[src/logic/jib_consts.vh]
`ifndef JIB_CONSTS_VH
`define JIB_CONSTS_VH

// ----------------------------------------------------------------------
// instruction register
// ----------------------------------------------------------------------
`define JIB_IR_WIDTH        4
`define JIB_IR_EXTEST       4'h0
`define JIB_IR_IDCODE       4'h1
`define JIB_IR_SAMPLE       4'h2
`define JIB_IR_BYPASS       4'hF
`define JIB_IR_RESET        4'h1
`define JIB_IR_STATUS       4'h1

// ----------------------------------------------------------------------
// identification register layout
// ----------------------------------------------------------------------
`define JIB_ID_WIDTH        32
`define JIB_ID_VER_MSB      31
`define JIB_ID_VER_LSB      28
`define JIB_ID_PART_MSB     27
`define JIB_ID_PART_LSB     12
`define JIB_ID_MFR_MSB      11
`define JIB_ID_MFR_LSB      1
`define JIB_ID_FIXED_BIT    0
`define JIB_ID_FIXED_VAL    1'b1

// ----------------------------------------------------------------------
// boundary scan register
// ----------------------------------------------------------------------
`define JIB_BSR_WIDTH       127

`endif

[src/logic/jib_tap.v]
`timescale 1ns/10ps
// Notes on behaviour
// - four-bit instruction selects operation and data register
// - test-logic-reset loads identification instruction 0001
// - capture-ir loads status pattern ending 01
// - shifted instruction takes effect at update-ir
// - decode extest, idcode, sample, bypass codes
// - test mode drives pins, normal mode untouched
// - extest captures inputs, shifts them out
// - extest update-dr drives pins from loaded values
// - sample captures inputs and core outputs normally
// - sample update-dr copies serial into shadow
// - idcode loads identification value at capture-dr
// - 32-bit id: version, part, maker, fixed
// - bypass gives one tck cycle of delay
// - bypass register loads zero at capture-dr
// - shift one bit per rising tck toward tdo
// - shadow updates on falling tck in update states
// - tdo high impedance after exit1, driven while shifting
// - reset pin or five tms-high cycles reset logic
`include "jib_consts.vh"

module jib_tap #(
  parameter [3:0]  ID_VERSION = 4'h1,      // arbitrary value
  parameter [15:0] ID_PART    = 16'h1234,  // arbitrary value
  parameter [10:0] ID_MAKER   = 11'h155    // arbitrary value
) (
  input  wire                       clk_i,
  input  wire                       sys_rst_i,
  input  wire                       ce_i,
  input  wire                       tck_i,
  input  wire                       tms_i,
  input  wire                       tdi_i,
  input  wire                       trst_n_i,
  input  wire [`JIB_BSR_WIDTH-1:0]  pin_in_i,
  input  wire [`JIB_BSR_WIDTH-1:0]  core_out_i,
  output reg                        tdo_o,
  output reg                        tdo_oe_o,
  output reg  [`JIB_BSR_WIDTH-1:0]  pin_out_o,
  output reg                        test_mode_o,
  output reg  [3:0]                 tap_state_o,
  output reg  [`JIB_IR_WIDTH-1:0]   instr_o
);

  // --------------------------------------------------------------------
  // tap states
  // --------------------------------------------------------------------
  localparam [3:0] S_TLR = 4'h0, S_RTI = 4'h1, S_SDR = 4'h2, S_CDR = 4'h3;
  localparam [3:0] S_SHD = 4'h4, S_E1D = 4'h5, S_PD  = 4'h6, S_E2D = 4'h7;
  localparam [3:0] S_UDR = 4'h8, S_SIR = 4'h9, S_CIR = 4'hA, S_SHI = 4'hB;
  localparam [3:0] S_E1I = 4'hC, S_PI  = 4'hD, S_E2I = 4'hE, S_UIR = 4'hF;

  // next tap state for a given tms level
  function [3:0] tap_next;
    input [3:0] st;
    input       tms;
    begin
      case (st)
        S_TLR:   tap_next = tms ? S_TLR : S_RTI;
        S_RTI:   tap_next = tms ? S_SDR : S_RTI;
        S_SDR:   tap_next = tms ? S_SIR : S_CDR;
        S_CDR:   tap_next = tms ? S_E1D : S_SHD;
        S_SHD:   tap_next = tms ? S_E1D : S_SHD;
        S_E1D:   tap_next = tms ? S_UDR : S_PD;
        S_PD:    tap_next = tms ? S_E2D : S_PD;
        S_E2D:   tap_next = tms ? S_UDR : S_SHD;
        S_UDR:   tap_next = tms ? S_SDR : S_RTI;
        S_SIR:   tap_next = tms ? S_TLR : S_CIR;
        S_CIR:   tap_next = tms ? S_E1I : S_SHI;
        S_SHI:   tap_next = tms ? S_E1I : S_SHI;
        S_E1I:   tap_next = tms ? S_UIR : S_PI;
        S_PI:    tap_next = tms ? S_E2I : S_PI;
        S_E2I:   tap_next = tms ? S_UIR : S_SHI;
        S_UIR:   tap_next = tms ? S_SDR : S_RTI;
        default: tap_next = S_TLR;
      endcase
    end
  endfunction

  // --------------------------------------------------------------------
  // pin synchronisers
  // --------------------------------------------------------------------
  reg [3:0]                 sync1;
  reg [3:0]                 sync2;
  reg                       tck_d;
  reg [`JIB_BSR_WIDTH-1:0]  pin_s1;
  reg [`JIB_BSR_WIDTH-1:0]  pin_s2;

  // second stage only feeds logic; first stage is read by second alone
  always @(posedge clk_i) begin
    if (sys_rst_i) begin
      sync1  <= 4'h0;
      sync2  <= 4'h0;
      tck_d  <= 1'b0;
      pin_s1 <= {`JIB_BSR_WIDTH{1'b0}};
      pin_s2 <= {`JIB_BSR_WIDTH{1'b0}};
    end else if (ce_i) begin
      sync1  <= {trst_n_i, tdi_i, tms_i, tck_i};
      sync2  <= sync1;
      tck_d  <= sync2[0];
      pin_s1 <= pin_in_i;
      pin_s2 <= pin_s1;
    end
  end

  wire tck_rise  = sync2[0] & ~tck_d;
  wire tck_fall  = ~sync2[0] & tck_d;
  wire tms_s     = sync2[1];
  wire tdi_s     = sync2[2];
  wire trst_n_s  = sync2[3];

  // --------------------------------------------------------------------
  // scan registers
  // --------------------------------------------------------------------
  reg [3:0]                 state;
  reg [`JIB_IR_WIDTH-1:0]   ir_shift;
  reg [`JIB_ID_WIDTH-1:0]   id_shift;
  reg                       bypass_bit;
  reg [`JIB_BSR_WIDTH-1:0]  bsr_shift;
  reg [`JIB_BSR_WIDTH-1:0]  bsr_shadow;

  wire [`JIB_ID_WIDTH-1:0] id_value = {ID_VERSION, ID_PART, ID_MAKER, `JIB_ID_FIXED_VAL};

  // instruction decode; invalid codes fall back to bypass
  wire sel_bsr  = (instr_o == `JIB_IR_EXTEST) | (instr_o == `JIB_IR_SAMPLE);
  wire sel_id   = (instr_o == `JIB_IR_IDCODE);
  wire is_ext   = (instr_o == `JIB_IR_EXTEST);
  wire tlr_hold = (state == S_TLR); // test reset acts through the state, so instr resets one clock after state enters S_TLR

  // tap walk and rising-edge capture/shift
  always @(posedge clk_i) begin
    if (sys_rst_i) begin
      state      <= S_TLR;
      ir_shift   <= `JIB_IR_RESET;
      id_shift   <= {`JIB_ID_WIDTH{1'b0}};
      bypass_bit <= 1'b0;
      bsr_shift  <= {`JIB_BSR_WIDTH{1'b0}};
    end else if (ce_i) begin
      if (~trst_n_s) begin
        state      <= S_TLR;
        id_shift   <= {`JIB_ID_WIDTH{1'b0}};
        bypass_bit <= 1'b0;
        bsr_shift  <= {`JIB_BSR_WIDTH{1'b0}};
      end else if (tck_rise) begin
        state <= tap_next(state, tms_s);
        case (state)
          S_TLR: begin
            id_shift   <= {`JIB_ID_WIDTH{1'b0}};
            bypass_bit <= 1'b0;
            bsr_shift  <= {`JIB_BSR_WIDTH{1'b0}};
          end
          S_CIR: ir_shift <= `JIB_IR_STATUS;
          S_SHI: ir_shift <= {tdi_s, ir_shift[`JIB_IR_WIDTH-1:1]};
          S_CDR: begin
            if (sel_bsr)
              bsr_shift <= pin_s2 | (is_ext ? {`JIB_BSR_WIDTH{1'b0}} : core_out_i);
            else if (sel_id)
              id_shift <= id_value;
            else
              bypass_bit <= 1'b0;
          end
          S_SHD: begin
            if (sel_bsr)
              bsr_shift <= {tdi_s, bsr_shift[`JIB_BSR_WIDTH-1:1]};
            else if (sel_id)
              id_shift <= {tdi_s, id_shift[`JIB_ID_WIDTH-1:1]};
            else
              bypass_bit <= tdi_s;
          end
          default: ;
        endcase
      end
    end
  end

  // --------------------------------------------------------------------
  // falling-edge updates and tdo
  // --------------------------------------------------------------------
  // tdo changes on the falling edge so the tester samples it stably
  always @(posedge clk_i) begin
    if (sys_rst_i) begin
      instr_o    <= `JIB_IR_RESET;
      bsr_shadow <= {`JIB_BSR_WIDTH{1'b0}};
      tdo_o      <= 1'b0;
      tdo_oe_o   <= 1'b0;
    end else if (ce_i) begin
      if (tlr_hold) begin
        instr_o    <= `JIB_IR_RESET;
        bsr_shadow <= {`JIB_BSR_WIDTH{1'b0}};
        tdo_oe_o   <= 1'b0;
      end else if (tck_fall) begin
        if (state == S_UIR)
          instr_o <= ir_shift;
        if (state == S_UDR && sel_bsr)
          bsr_shadow <= bsr_shift;
        tdo_oe_o <= (state == S_SHD) | (state == S_SHI);
        if (state == S_SHI)
          tdo_o <= ir_shift[0];
        else if (state == S_SHD)
          tdo_o <= sel_bsr ? bsr_shift[0] : (sel_id ? id_shift[0] : bypass_bit);
      end
    end
  end

  // --------------------------------------------------------------------
  // pin drive and status
  // --------------------------------------------------------------------
  // pins see the shadow only under extest, so preload never disturbs them
  always @(posedge clk_i) begin
    if (sys_rst_i) begin
      pin_out_o   <= {`JIB_BSR_WIDTH{1'b0}};
      test_mode_o <= 1'b0;
      tap_state_o <= S_TLR;
    end else if (ce_i) begin
      pin_out_o   <= is_ext ? bsr_shadow : core_out_i;
      test_mode_o <= is_ext;
      tap_state_o <= state;
    end
  end

endmodule // jib_tap

[config.mk]
export PLATFORM = sky130hd
export DESIGN_NAME = jib_tap
export DESIGN_NICKNAME = d
export VERILOG_FILES = /design/src/logic/jib_tap.v
export VERILOG_INCLUDE_DIRS = /design/src /design/src/logic
export SDC_FILE = /design/constraint.sdc
export NUM_CORES = 1
export LEC_CHECK = 0
export BUFFER_PORTS_ARGS = -buffer_cell sky130_fd_sc_hd__buf_4
export CAP_MARGIN = 5
export CORE_MARGIN = 3
export CORE_UTILIZATION = 57
export DETAILED_ROUTE_END_ITERATION = 10
export HOLD_SLACK_MARGIN = 0.12
export PLACE_DENSITY = 0.78
export SETUP_SLACK_MARGIN = 0.1
export SLEW_MARGIN = 20
export SYNTH_ARGS = -nofsm -noshare
export SYNTH_HDL_FRONTEND = slang
export SYNTH_SLANG_ARGS = --single-unit
[constraint.sdc]
create_clock -name clk_i -period 2.33 [get_ports clk_i]
set_clock_uncertainty 0.1 [all_clocks]
set_input_delay 0.233 -clock clk_i [delete_from_list [all_inputs] [get_ports clk_i]]
set_output_delay 0.233 -clock clk_i [all_outputs]
set_load 0.02 [all_outputs]
# ---- Word-level counts from Yosys, hierarchy flattened
# Cells that the tools add are included.
dict set report op_classes {
  n_eq_ne 27
  mux 49
  bitwise 8
  reduce_logical 20
}
# op count
set ops {}
lappend ops {{127-bit two-way mux} 9}
lappend ops {{127-bit case mux with 3 select lines} 1}
lappend ops {{32-bit two-way mux} 6}
lappend ops {{127-bit bitwise OR} 1}
lappend ops {{32-bit case mux with 3 select lines} 1}
lappend ops {{4-bit case mux with 12 select lines} 1}
lappend ops {{4-bit two-way mux} 9}
lappend ops {{4-bit == test (second input constant)} 8}
lappend ops {{3-bit inequality test (second input constant)} 8}
lappend ops {{4-bit by 3-bit == test with 1-bit output (second input constant)} 4}
lappend ops {{1-bit two-way mux} 15}
lappend ops {{7-bit AND reduction} 2}
lappend ops {{4-bit by 2-bit == test with 1-bit output (second input constant)} 3}
lappend ops {{2-bit nonzero test} 5}
lappend ops {{4-bit by 1-bit == test with 1-bit output (second input constant)} 2}
lappend ops {{4-bit logical NOT} 2}
lappend ops {{4-bit case mux with 2 select lines} 1}
lappend ops {{4-bit AND reduction} 2}
lappend ops {{2-bit two-way mux} 3}
lappend ops {{3-bit two-way mux} 2}
lappend ops {{3-bit AND reduction} 2}
lappend ops {{5-bit AND reduction} 1}
lappend ops {{4-bit by 1-bit inequality test with 1-bit output (second input constant)} 1}
lappend ops {{2-bit AND reduction} 2}
lappend ops {{8 further kinds} 13}
dict set report word_totals {
  regBits 696
  input_bits 261
  elab_cells 121
}

# ---- Longest topological paths before layout
# Gate-level depths: netlist (run 1).
dict set report depth {
  ltp_word 7
  ltp_mapped 9
}

# ---- Worst setup path before layout (run 1)
# OpenSTA, ideal clock, no wires.
dict set report synth_timing {
  path_type {reg2reg}
  from {register instr_o[3]}
  to {register bsr_shadow[106]}
  setup_ns 0.132
  arrival_time_ns 1.913
  required_time_ns 2.098
  slack_ns 0.184
  path_stages_with_launch 9
  n_path_buf 4
  cell_sequence {dfxtp_1 > or3_1 > buf_2 > or4_1 > buf_2 > buf_6 > buf_6 > nand3_1 > a21oi_1}
}
dict set report synth_via {
  elab_chain_len 5
  word_cells_on_any_way 6
  classes_between {1 x eq/ne; 1 x bitwise; 4 x reduce/logical}
}
# element line
set synth_lines {}
lappend synth_lines {{start: declaration} jib_tap.v:42} ;# output reg [`JIB_IR_WIDTH-1:0] instr_o
lappend synth_lines {{start signal: assignment} jib_tap.v:182} ;# instr_o <= `JIB_IR_RESET;
lappend synth_lines {{start signal: assignment} jib_tap.v:188} ;# instr_o <= `JIB_IR_RESET;
lappend synth_lines {{start signal: assignment} jib_tap.v:193} ;# instr_o <= ir_shift;
lappend synth_lines {{4-bit by 2-bit == test with 1-bit output (no line) / 4-bit logical NOT (equally long branches)} --}
lappend synth_lines {{1-bit bitwise OR *} jib_tap.v:125} ;# wire sel_bsr = (instr_o == `JIB_IR_EXTEST) | (instr_o == `JIB_IR_SAMPLE);
lappend synth_lines {{1-bit logical AND *} jib_tap.v:194} ;# if (state == S_UDR && sel_bsr)
lappend synth_lines {{2-bit nonzero test (no line) *} --}
lappend synth_lines {{3-bit AND reduction (no line) *} --}
lappend synth_lines {{end signal: assignment} jib_tap.v:183} ;# bsr_shadow <= {`JIB_BSR_WIDTH{1'b0}};
lappend synth_lines {{end signal: assignment} jib_tap.v:189} ;# bsr_shadow <= {`JIB_BSR_WIDTH{1'b0}};
lappend synth_lines {{end signal: assignment} jib_tap.v:195} ;# bsr_shadow <= bsr_shift;
lappend synth_lines {{end: declaration} jib_tap.v:120} ;# reg [`JIB_BSR_WIDTH-1:0] bsr_shadow;
# Mark *: on every way between the ends. The rest lies on a longest branch, timed or not.
# A chain may end at the register's enable or synchronous reset.

# ---- Worst setup path after layout (run 1)
dict set report layout_timing {
  from {register state[2]}
  to {register bsr_shadow[99]}
}
dict set report layout_via {
  elab_chain_len 4
  word_cells_on_any_way 7
  classes_between {1 x eq/ne; 1 x mux; 5 x reduce/logical}
}
# element line
set layout_lines {}
lappend layout_lines {{start: declaration} jib_tap.v:115} ;# reg [3:0] state;
lappend layout_lines {{start signal: assignment} jib_tap.v:145} ;# state <= tap_next(state, tms_s);
lappend layout_lines {{4-bit == test} jib_tap.v:194}
lappend layout_lines {{1-bit logical AND} jib_tap.v:194}
lappend layout_lines {{2-bit nonzero test (no line)} --}
lappend layout_lines {{3-bit AND reduction (no line)} --}
# Parallel ways exist; a longest one is shown, timed or not.

==> key figures, run 1 <==
Die
  – Die width: around 220 um
  – Starting Density: 0.578
  – Core footprint: roughly 0.047 mm2
  – FP Rows: 79
  – Ports: 399
  – Chip height: around 220 um
  – Die area: between 0.04 and 0.05 mm2

Yosys
  – Flops & latches, synth: roughly 700
  – Syn_area_per_cell: 9.03 um2
  – Post-synth EDFFs: 0
  – Net Count, Synth: between 3000 and 4000
  – Commonest register cell after synthesis: dfxtp_1
  – Synth Cell Area: about 0.027 mm2
  – Post-Synthesis Cells: between 2000 and 3000
  – Sequential fraction of the synthesis area: 0.517
  – Cell variety after synth: between 40 and 50
  – Syn. warnings: 0
  – Share of flip-flops with an asynchronous set or reset: 0

Clock network
  – Worst-case clock buffer depth: 3
  – Total CTS buffers: 72
  – Worst-skew pair later-pin latency: a little over 600 ps
  – Root Buffer: clkbuf_16
  – Clk sink count: 696
  – H-tree levels: 3
  – CTS tree: done
  – Clock slew at reported path FFs: roughly 60 ps

Finish
  – Share of layout cells above drive strength 1: 0.166
  – Area of the multi-input gates: about 0.012 mm2
  – Post-route design area: 0.0356 mm2
  – Register area: ~0.014 mm2
  – Commonest non-fill, non-tap cell in the layout: dfxtp_1
  – Post-layout util: 0.763
  – Layout Nets: around 3800
  – Layout fillers: 3016
  – Synthesis-to-finish area growth: 32.1%
  – Most frequent cells in the layout: dfxtp_1, buf_4, nor2_1, nand2_1, dlygate4sd3_1

Setup path
  – WP data arrival: 2620 ps
  – Type of origin of the critical path: flop
  – CP required: 2680 ps
  – WS Path Type: flop to flop
  – CP endpoint kind: flop
  – CP max FO: 60

Routing
  – Routed wire per std cell: between 20 and 25 um
  – Initial DRC count: just under 3000
  – Vias/cell: approximately 6
  – Vias: 25500
  – TritonRoute pass-1 iters: 7
  – Post-Route WL: a little under 90000 um
  – ANT nets after route: 0
  – DRC Markers: 0

Timing
  – Relative slew slack: 0.512
  – Max Clk Rate: 440 MHz
  – Setup violations, final: 0
  – Fin Setup TNS: 0 ps
  – RSZ-0062 raised after global routing: true
  – Fin crit period: ~2300 ps
  – Final Hold Viols: 0
  – Tightest Pin Transition: about 730 ps
  – Final WS setup: approximately 56 ps
  – Slew Limit Fails: 0
  – Final period util: 0.976

Run
  – Max Cap Viol: 0

Run status
  – Status: finished clean

Power and ir drop
  – Total power: about 0.026 W
  – Leak Pwr: 14.5 nW
  – Cell area power density: about 740 mW/mm2
  – VDD IR max: between 0.5 and 0.6 mV

Global routing
  – Largest net degree at the start of global routing: roughly 160
  – Total track usage: 0.330
  – First-pass GRT wire length: between 100000 and 150000 um
  – Initial antenna violation count: 4
  – Gr ovfl total: 0
  – Vias in the first global route: approximately 25000

Min path
  – Hold Path Class: input port to flop

Placed design
  – Detail Placement HPWL: 46200 um
  – Buffers on Ports: ~400
  – GPL Wtd Cong: 0.861
  – Post-Place Setup Slack: about 110 ps
  – Placed instance area: 0.0303 mm2
-- path summary, 6_finish.rpt --
path / from / endpoint / slack (ps) / depth (start not counted)
worst max-delay path: state[2] / bsr_shadow[99] / 60 / 7
worst min-delay path: pin_in_i[37] / pin_s1[37] / 310 / 4
worst max register to register: state[2] / bsr_shadow[99] / 60 / 7
worst min register to register: id_shift[20] / id_shift[20] / 350 / 2
-- what timing repair did --
item / CTS / global route
endpoints found under the setup margin: 10 / 273
hold buffers: 271 / 0
gates resized for setup: 6 / 16
hold endpoints to repair: 421 / 0
pin swaps: 1 / 4
gates cloned: 2 / 4
setup buffers: 1 / 5
-- metrics by stage --
stage          std cells  hold slack, ps
6_report            4176             311
5_1_grt             4175             309
4_1_cts             4162             283
3_5_place_dp        3763             344
3_3_place_gp        3763             338
2_1_floorplan       2983             280
-- layer usage --
layer	vias up	part of all wire	track usage	routed length, um
li1	11600	-	-	-
met4	0	0.056	0.184	4860
met1	12200	0.39	0.409	33900
met2	1382	0.47	0.542	40900
met3	336	0.083	0.0666	7240
met5	-	0	0	0
-- state kept, by name, summed over array words and instances (netlist names), 4 cells and up --
register / flops
state: 4
pin_s1: 127
instr_o: 4
id_shift: 32
pin_s2: 127
ir_shift: 4
pin_out_o: 127
tap_state_o: 4
bsr_shift: 127
sync2: 4
bsr_shadow: 127
sync1: 4
-- logic make-up (layout without fill, tap and decap cells) --
logic type,count (synthesis),count (layout),synth area share
AND/OR/NAND/NOR,1021,1021,0.153
multiplexers,270,270,0.100
buffers and inverters,284,865,0.0459
other,0,5,0
flip-flops,696,696,0.517
XOR/XNOR,1,1,0.000325
AO/OA/AOI/OAI,711,711,0.183
-- synthesized netlist by cell type, types with 2 or more instances --
master,instances,area share
dfxtp_1,696,0.52
nor2_1,424,0.059
nand2_1,413,0.058
mux2i_1,270,0.10
clkbuf_1,171,0.024
a21oi_1,162,0.030
nand3_1,152,0.028
a22oi_1,131,0.036
o21ai_0,130,0.024
a311oi_1,128,0.042
a22o_1,127,0.041
buf_2,55,0.010
buf_1,37,0.0052
buf_6,12,0.0050
o2bb2ai_1,12,0.0039
inv_1,6,0.00084
nor3_1,5,0.00093
a211oi_1,4,0.0011
o21ai_1,4,0.00074
buf_4,3,0.00084
nand2b_1,3,0.00070
nor4_1,3,0.00070
a21o_1,2,0.00056
a31oi_1,2,0.00046
nand3b_1,2,0.00056
nor2b_1,2,0.00046
o32ai_1,2,0.00065
or2_2,2,0.00046
or3_1,2,0.00046
or4b_2,2,0.00074
-- final cells by class --
cell class / count / area share
antenna: 5 / 0.000351
clock buffer: 107 / 0.0595
clock inverter: 18 / 0.00517
inverter: 6 / 0.000738
multi-input combinational: 2003 / 0.333
sequential: 696 / 0.391
tap: 607 / 0.0213
timing repair buffer: 734 / 0.189
-- worst max-delay path, stage by stage, from the launching register on --
cell and delay (ps):
dfxtp_1 340, buf_4 180, clkinvlp_4 140, nand2_2 110
or4_4 640, buf_12 220, nand3_1 190, a21oi_1 90
-- where the power goes --
part           switching [W]  internal [W]
logic                0.00125       0.00119
clock network        0.00471       0.00662
registers           0.000249        0.0123
Power figures use the tool's default switching activity.
==> run 2, diff against run 1 <==
Settings changed: CORE_UTILIZATION 57 to 51, PLACE_DENSITY 0.78 to 0.73.
Clock period 2.33 ns to 1.95 ns, I/O delays scaled along.
==> key figures, run 2 (synthesis results as in run 1) <==
Run status
  – Status: finished with violations
  – Failing checks: setup timing

Timing
  – Fin crit period: 2280 ps (+10.4 ps)
  – RSZ-0062 raised after global routing: true
  – Final period util: 1.17 (+0.196)
  – Max Clk Rate: 438 MHz (-0.46%)
  – Relative slew slack: 0.282 (-0.231)
  – Slew Limit Fails: 0 (unchanged)
  – Setup violations, final: 415 (+415)
  – Fin Setup TNS: -51770 ps (-51770 ps)
  – Final Hold Viols: 0 (unchanged)
  – Final WS setup: -334 ps (-390 ps)
  – Tightest Pin Transition: 1070 ps (+342 ps)

Placed design
  – Placed instance area: 0.0315 mm2 (+4.0%)
  – Post-Place Setup Slack: -258 ps (-372 ps)
  – GPL Wtd Cong: 0.866 (+0.57%)
  – Buffers on Ports: 398 (unchanged)
  – Detail Placement HPWL: 51300 um (+11%)

Global routing
  – Vias in the first global route: 27200 (+7.5%)
  – Largest net degree at the start of global routing: 109 (-33%)
  – Gr ovfl total: 0 (unchanged)
  – Total track usage: 0.331 (+0.000919)
  – First-pass GRT wire length: 150000 um (+11%)
  – Initial antenna violation count: 5 (+1)

Clock network
  – Root Buffer: clkbuf_16
  – CTS tree: done
  – Total CTS buffers: 72 (unchanged)
  – H-tree levels: 3 (unchanged)
  – Clock slew at reported path FFs: 70 ps (about the same)
  – Clk sink count: 696 (unchanged)
  – Worst-skew pair later-pin latency: 630 ps (+20 ps)
  – Worst-case clock buffer depth: 3 (unchanged)

Setup path
  – Slowest CP cell: a211oi_4
  – Type of origin of the critical path: flop
  – Critical path's top delay family: compound AO/OA/AOI/OAI gates
  – Worst setup path start: state[2]
  – FF-to-FF Start: state[2]
  – Crit-path cells: buf_6 -> nand3b_1 -> a211oi_4 -> a21oi_4 -> nor2_4 -> buf_8 -> buf_12 -> buf_8 -> a22o_1
  – Worst path most repeated cell: buf_8
  – Crit path buf inv count: 4 (+1)
  – CP max FO: 7 (-88%)
  – WS Path Type: flop to flop
  – CP endpoint kind: flop
  – CP required: 2380 ps (-300 ps)
  – WP data arrival: 2720 ps (+100 ps)
  – Crit-path max cell delay: 360 ps (-280 ps)

Die
  – FP Rows: 83 (+5.1%)
  – Die width: 236 um (+5.6%)
  – Core footprint: 0.0518 mm2 (+11%)
  – Ports: 399 (unchanged)
  – Die area: 0.0556 mm2 (+11%)
  – Chip height: 236 um (+5.6%)
  – Starting Density: 0.520 (-0.0576)

Min path
  – Hold Path Class: input port to flop
  – Worst hold start: ce_i

Power and ir drop
  – VDD IR max: 0.641 mV (+12%)
  – Leak Pwr: 17.3 nW (+19%)
  – Cell area power density: 814 mW/mm2 (+10%)

Run
  – Max Cap Viol: 0 (unchanged)

Routing
  – DRC Markers: 0 (unchanged)
  – Initial DRC count: 3181 (+7.6%)
  – Vias/cell: 6.22 (+1.8%)
  – Post-Route WL: 108000 um (+25%)
  – Vias: 27900 (+9.5%)
  – TritonRoute pass-1 iters: 8 (+1)
  – Routed wire per std cell: 24.2 um (+16%)
  – ANT nets after route: 0 (unchanged)

Finish
  – Most frequent cells in the layout: dfxtp_1, buf_4, nor2_1, dlygate4sd3_1, mux2i_1
  – Post-layout util: 0.785 (+0.0220)
  – Post-route design area: 0.0407 mm2 (+14%)
  – Synthesis-to-finish area growth: 51.0%
  – Commonest non-fill, non-tap cell in the layout: dfxtp_1
  – Layout Nets: 4004 (+6.1%)
  – Share of layout cells above drive strength 1: 0.274 (+0.108)
run 2: final timing paths:
kind,depth (start not counted),slack (ps),end
max,9,-330,bsr_shift[87]
min,4,160,pin_out_o[68]
max reg2reg,9,-330,bsr_shift[87]
min reg2reg,2,350,id_shift[2]
run 2: layer usage:
layer | wire [um] | up-vias | track usage | part of all wire
met5 | 0 | - | 0 | 0
met4 | 7070 | 0 | 0.163 | 0.065
met3 | 11000 | 581 | 0.0658 | 0.10
met2 | 50800 | 1943 | 0.558 | 0.47
met1 | 39700 | 13300 | 0.405 | 0.37
li1 | - | 12100 | - | -
run 2: cell type report:
class / instances / area [um2]
Inverter: 6 / 22.5
Antenna cell: 7 / 17.5
Clock inverter: 25 / 350
Tap cell: 680 / 851
Timing Repair Buffer: 962 / 10200
Clock buffer: 108 / 2150
Fill cell: 3012 / 11100
Multi-Input combinational cell: 2005 / 13100
Sequential cell: 696 / 13900
run 2: through the flow:
step / std cells / total power, W / hold WS (ps)
after floorplan: 2983 / 0.0165 / 242
after detailed placement: 3920 / 0.0177 / 336
after CTS: 4423 / 0.0327 / 137
after global routing: 4487 / 0.0339 / 185
final: 4489 / 0.0331 / 160
after global placement: 3920 / 0.0176 / 329
run 2: power by group:
part	switching [W]	total (W)	internal, W
combinational	0.00174	0.00345	0.00172
clock	0.00596	0.0147	0.00873
sequential	0.000326	0.0150	0.0147
run 2: what timing repair did:
item / in CTS / in global routing
pin swaps: 45 / 259
setup endpoints to repair: 421 / 430
gates cloned: 26 / 42
hold buffers: 326 / 0
setup buffers: 18 / 17
resized for setup: 86 / 309
endpoints found under the hold margin: 495 / 0
run 2: worst register-to-register path: stages (launching register included):
cell and delay (ps):
dfxtp_2 340, buf_6 130, nand3b_1 270, a211oi_4 370, a21oi_4 110, nor2_4 180, buf_8 170, buf_12 140
buf_8 140, a22o_1 250
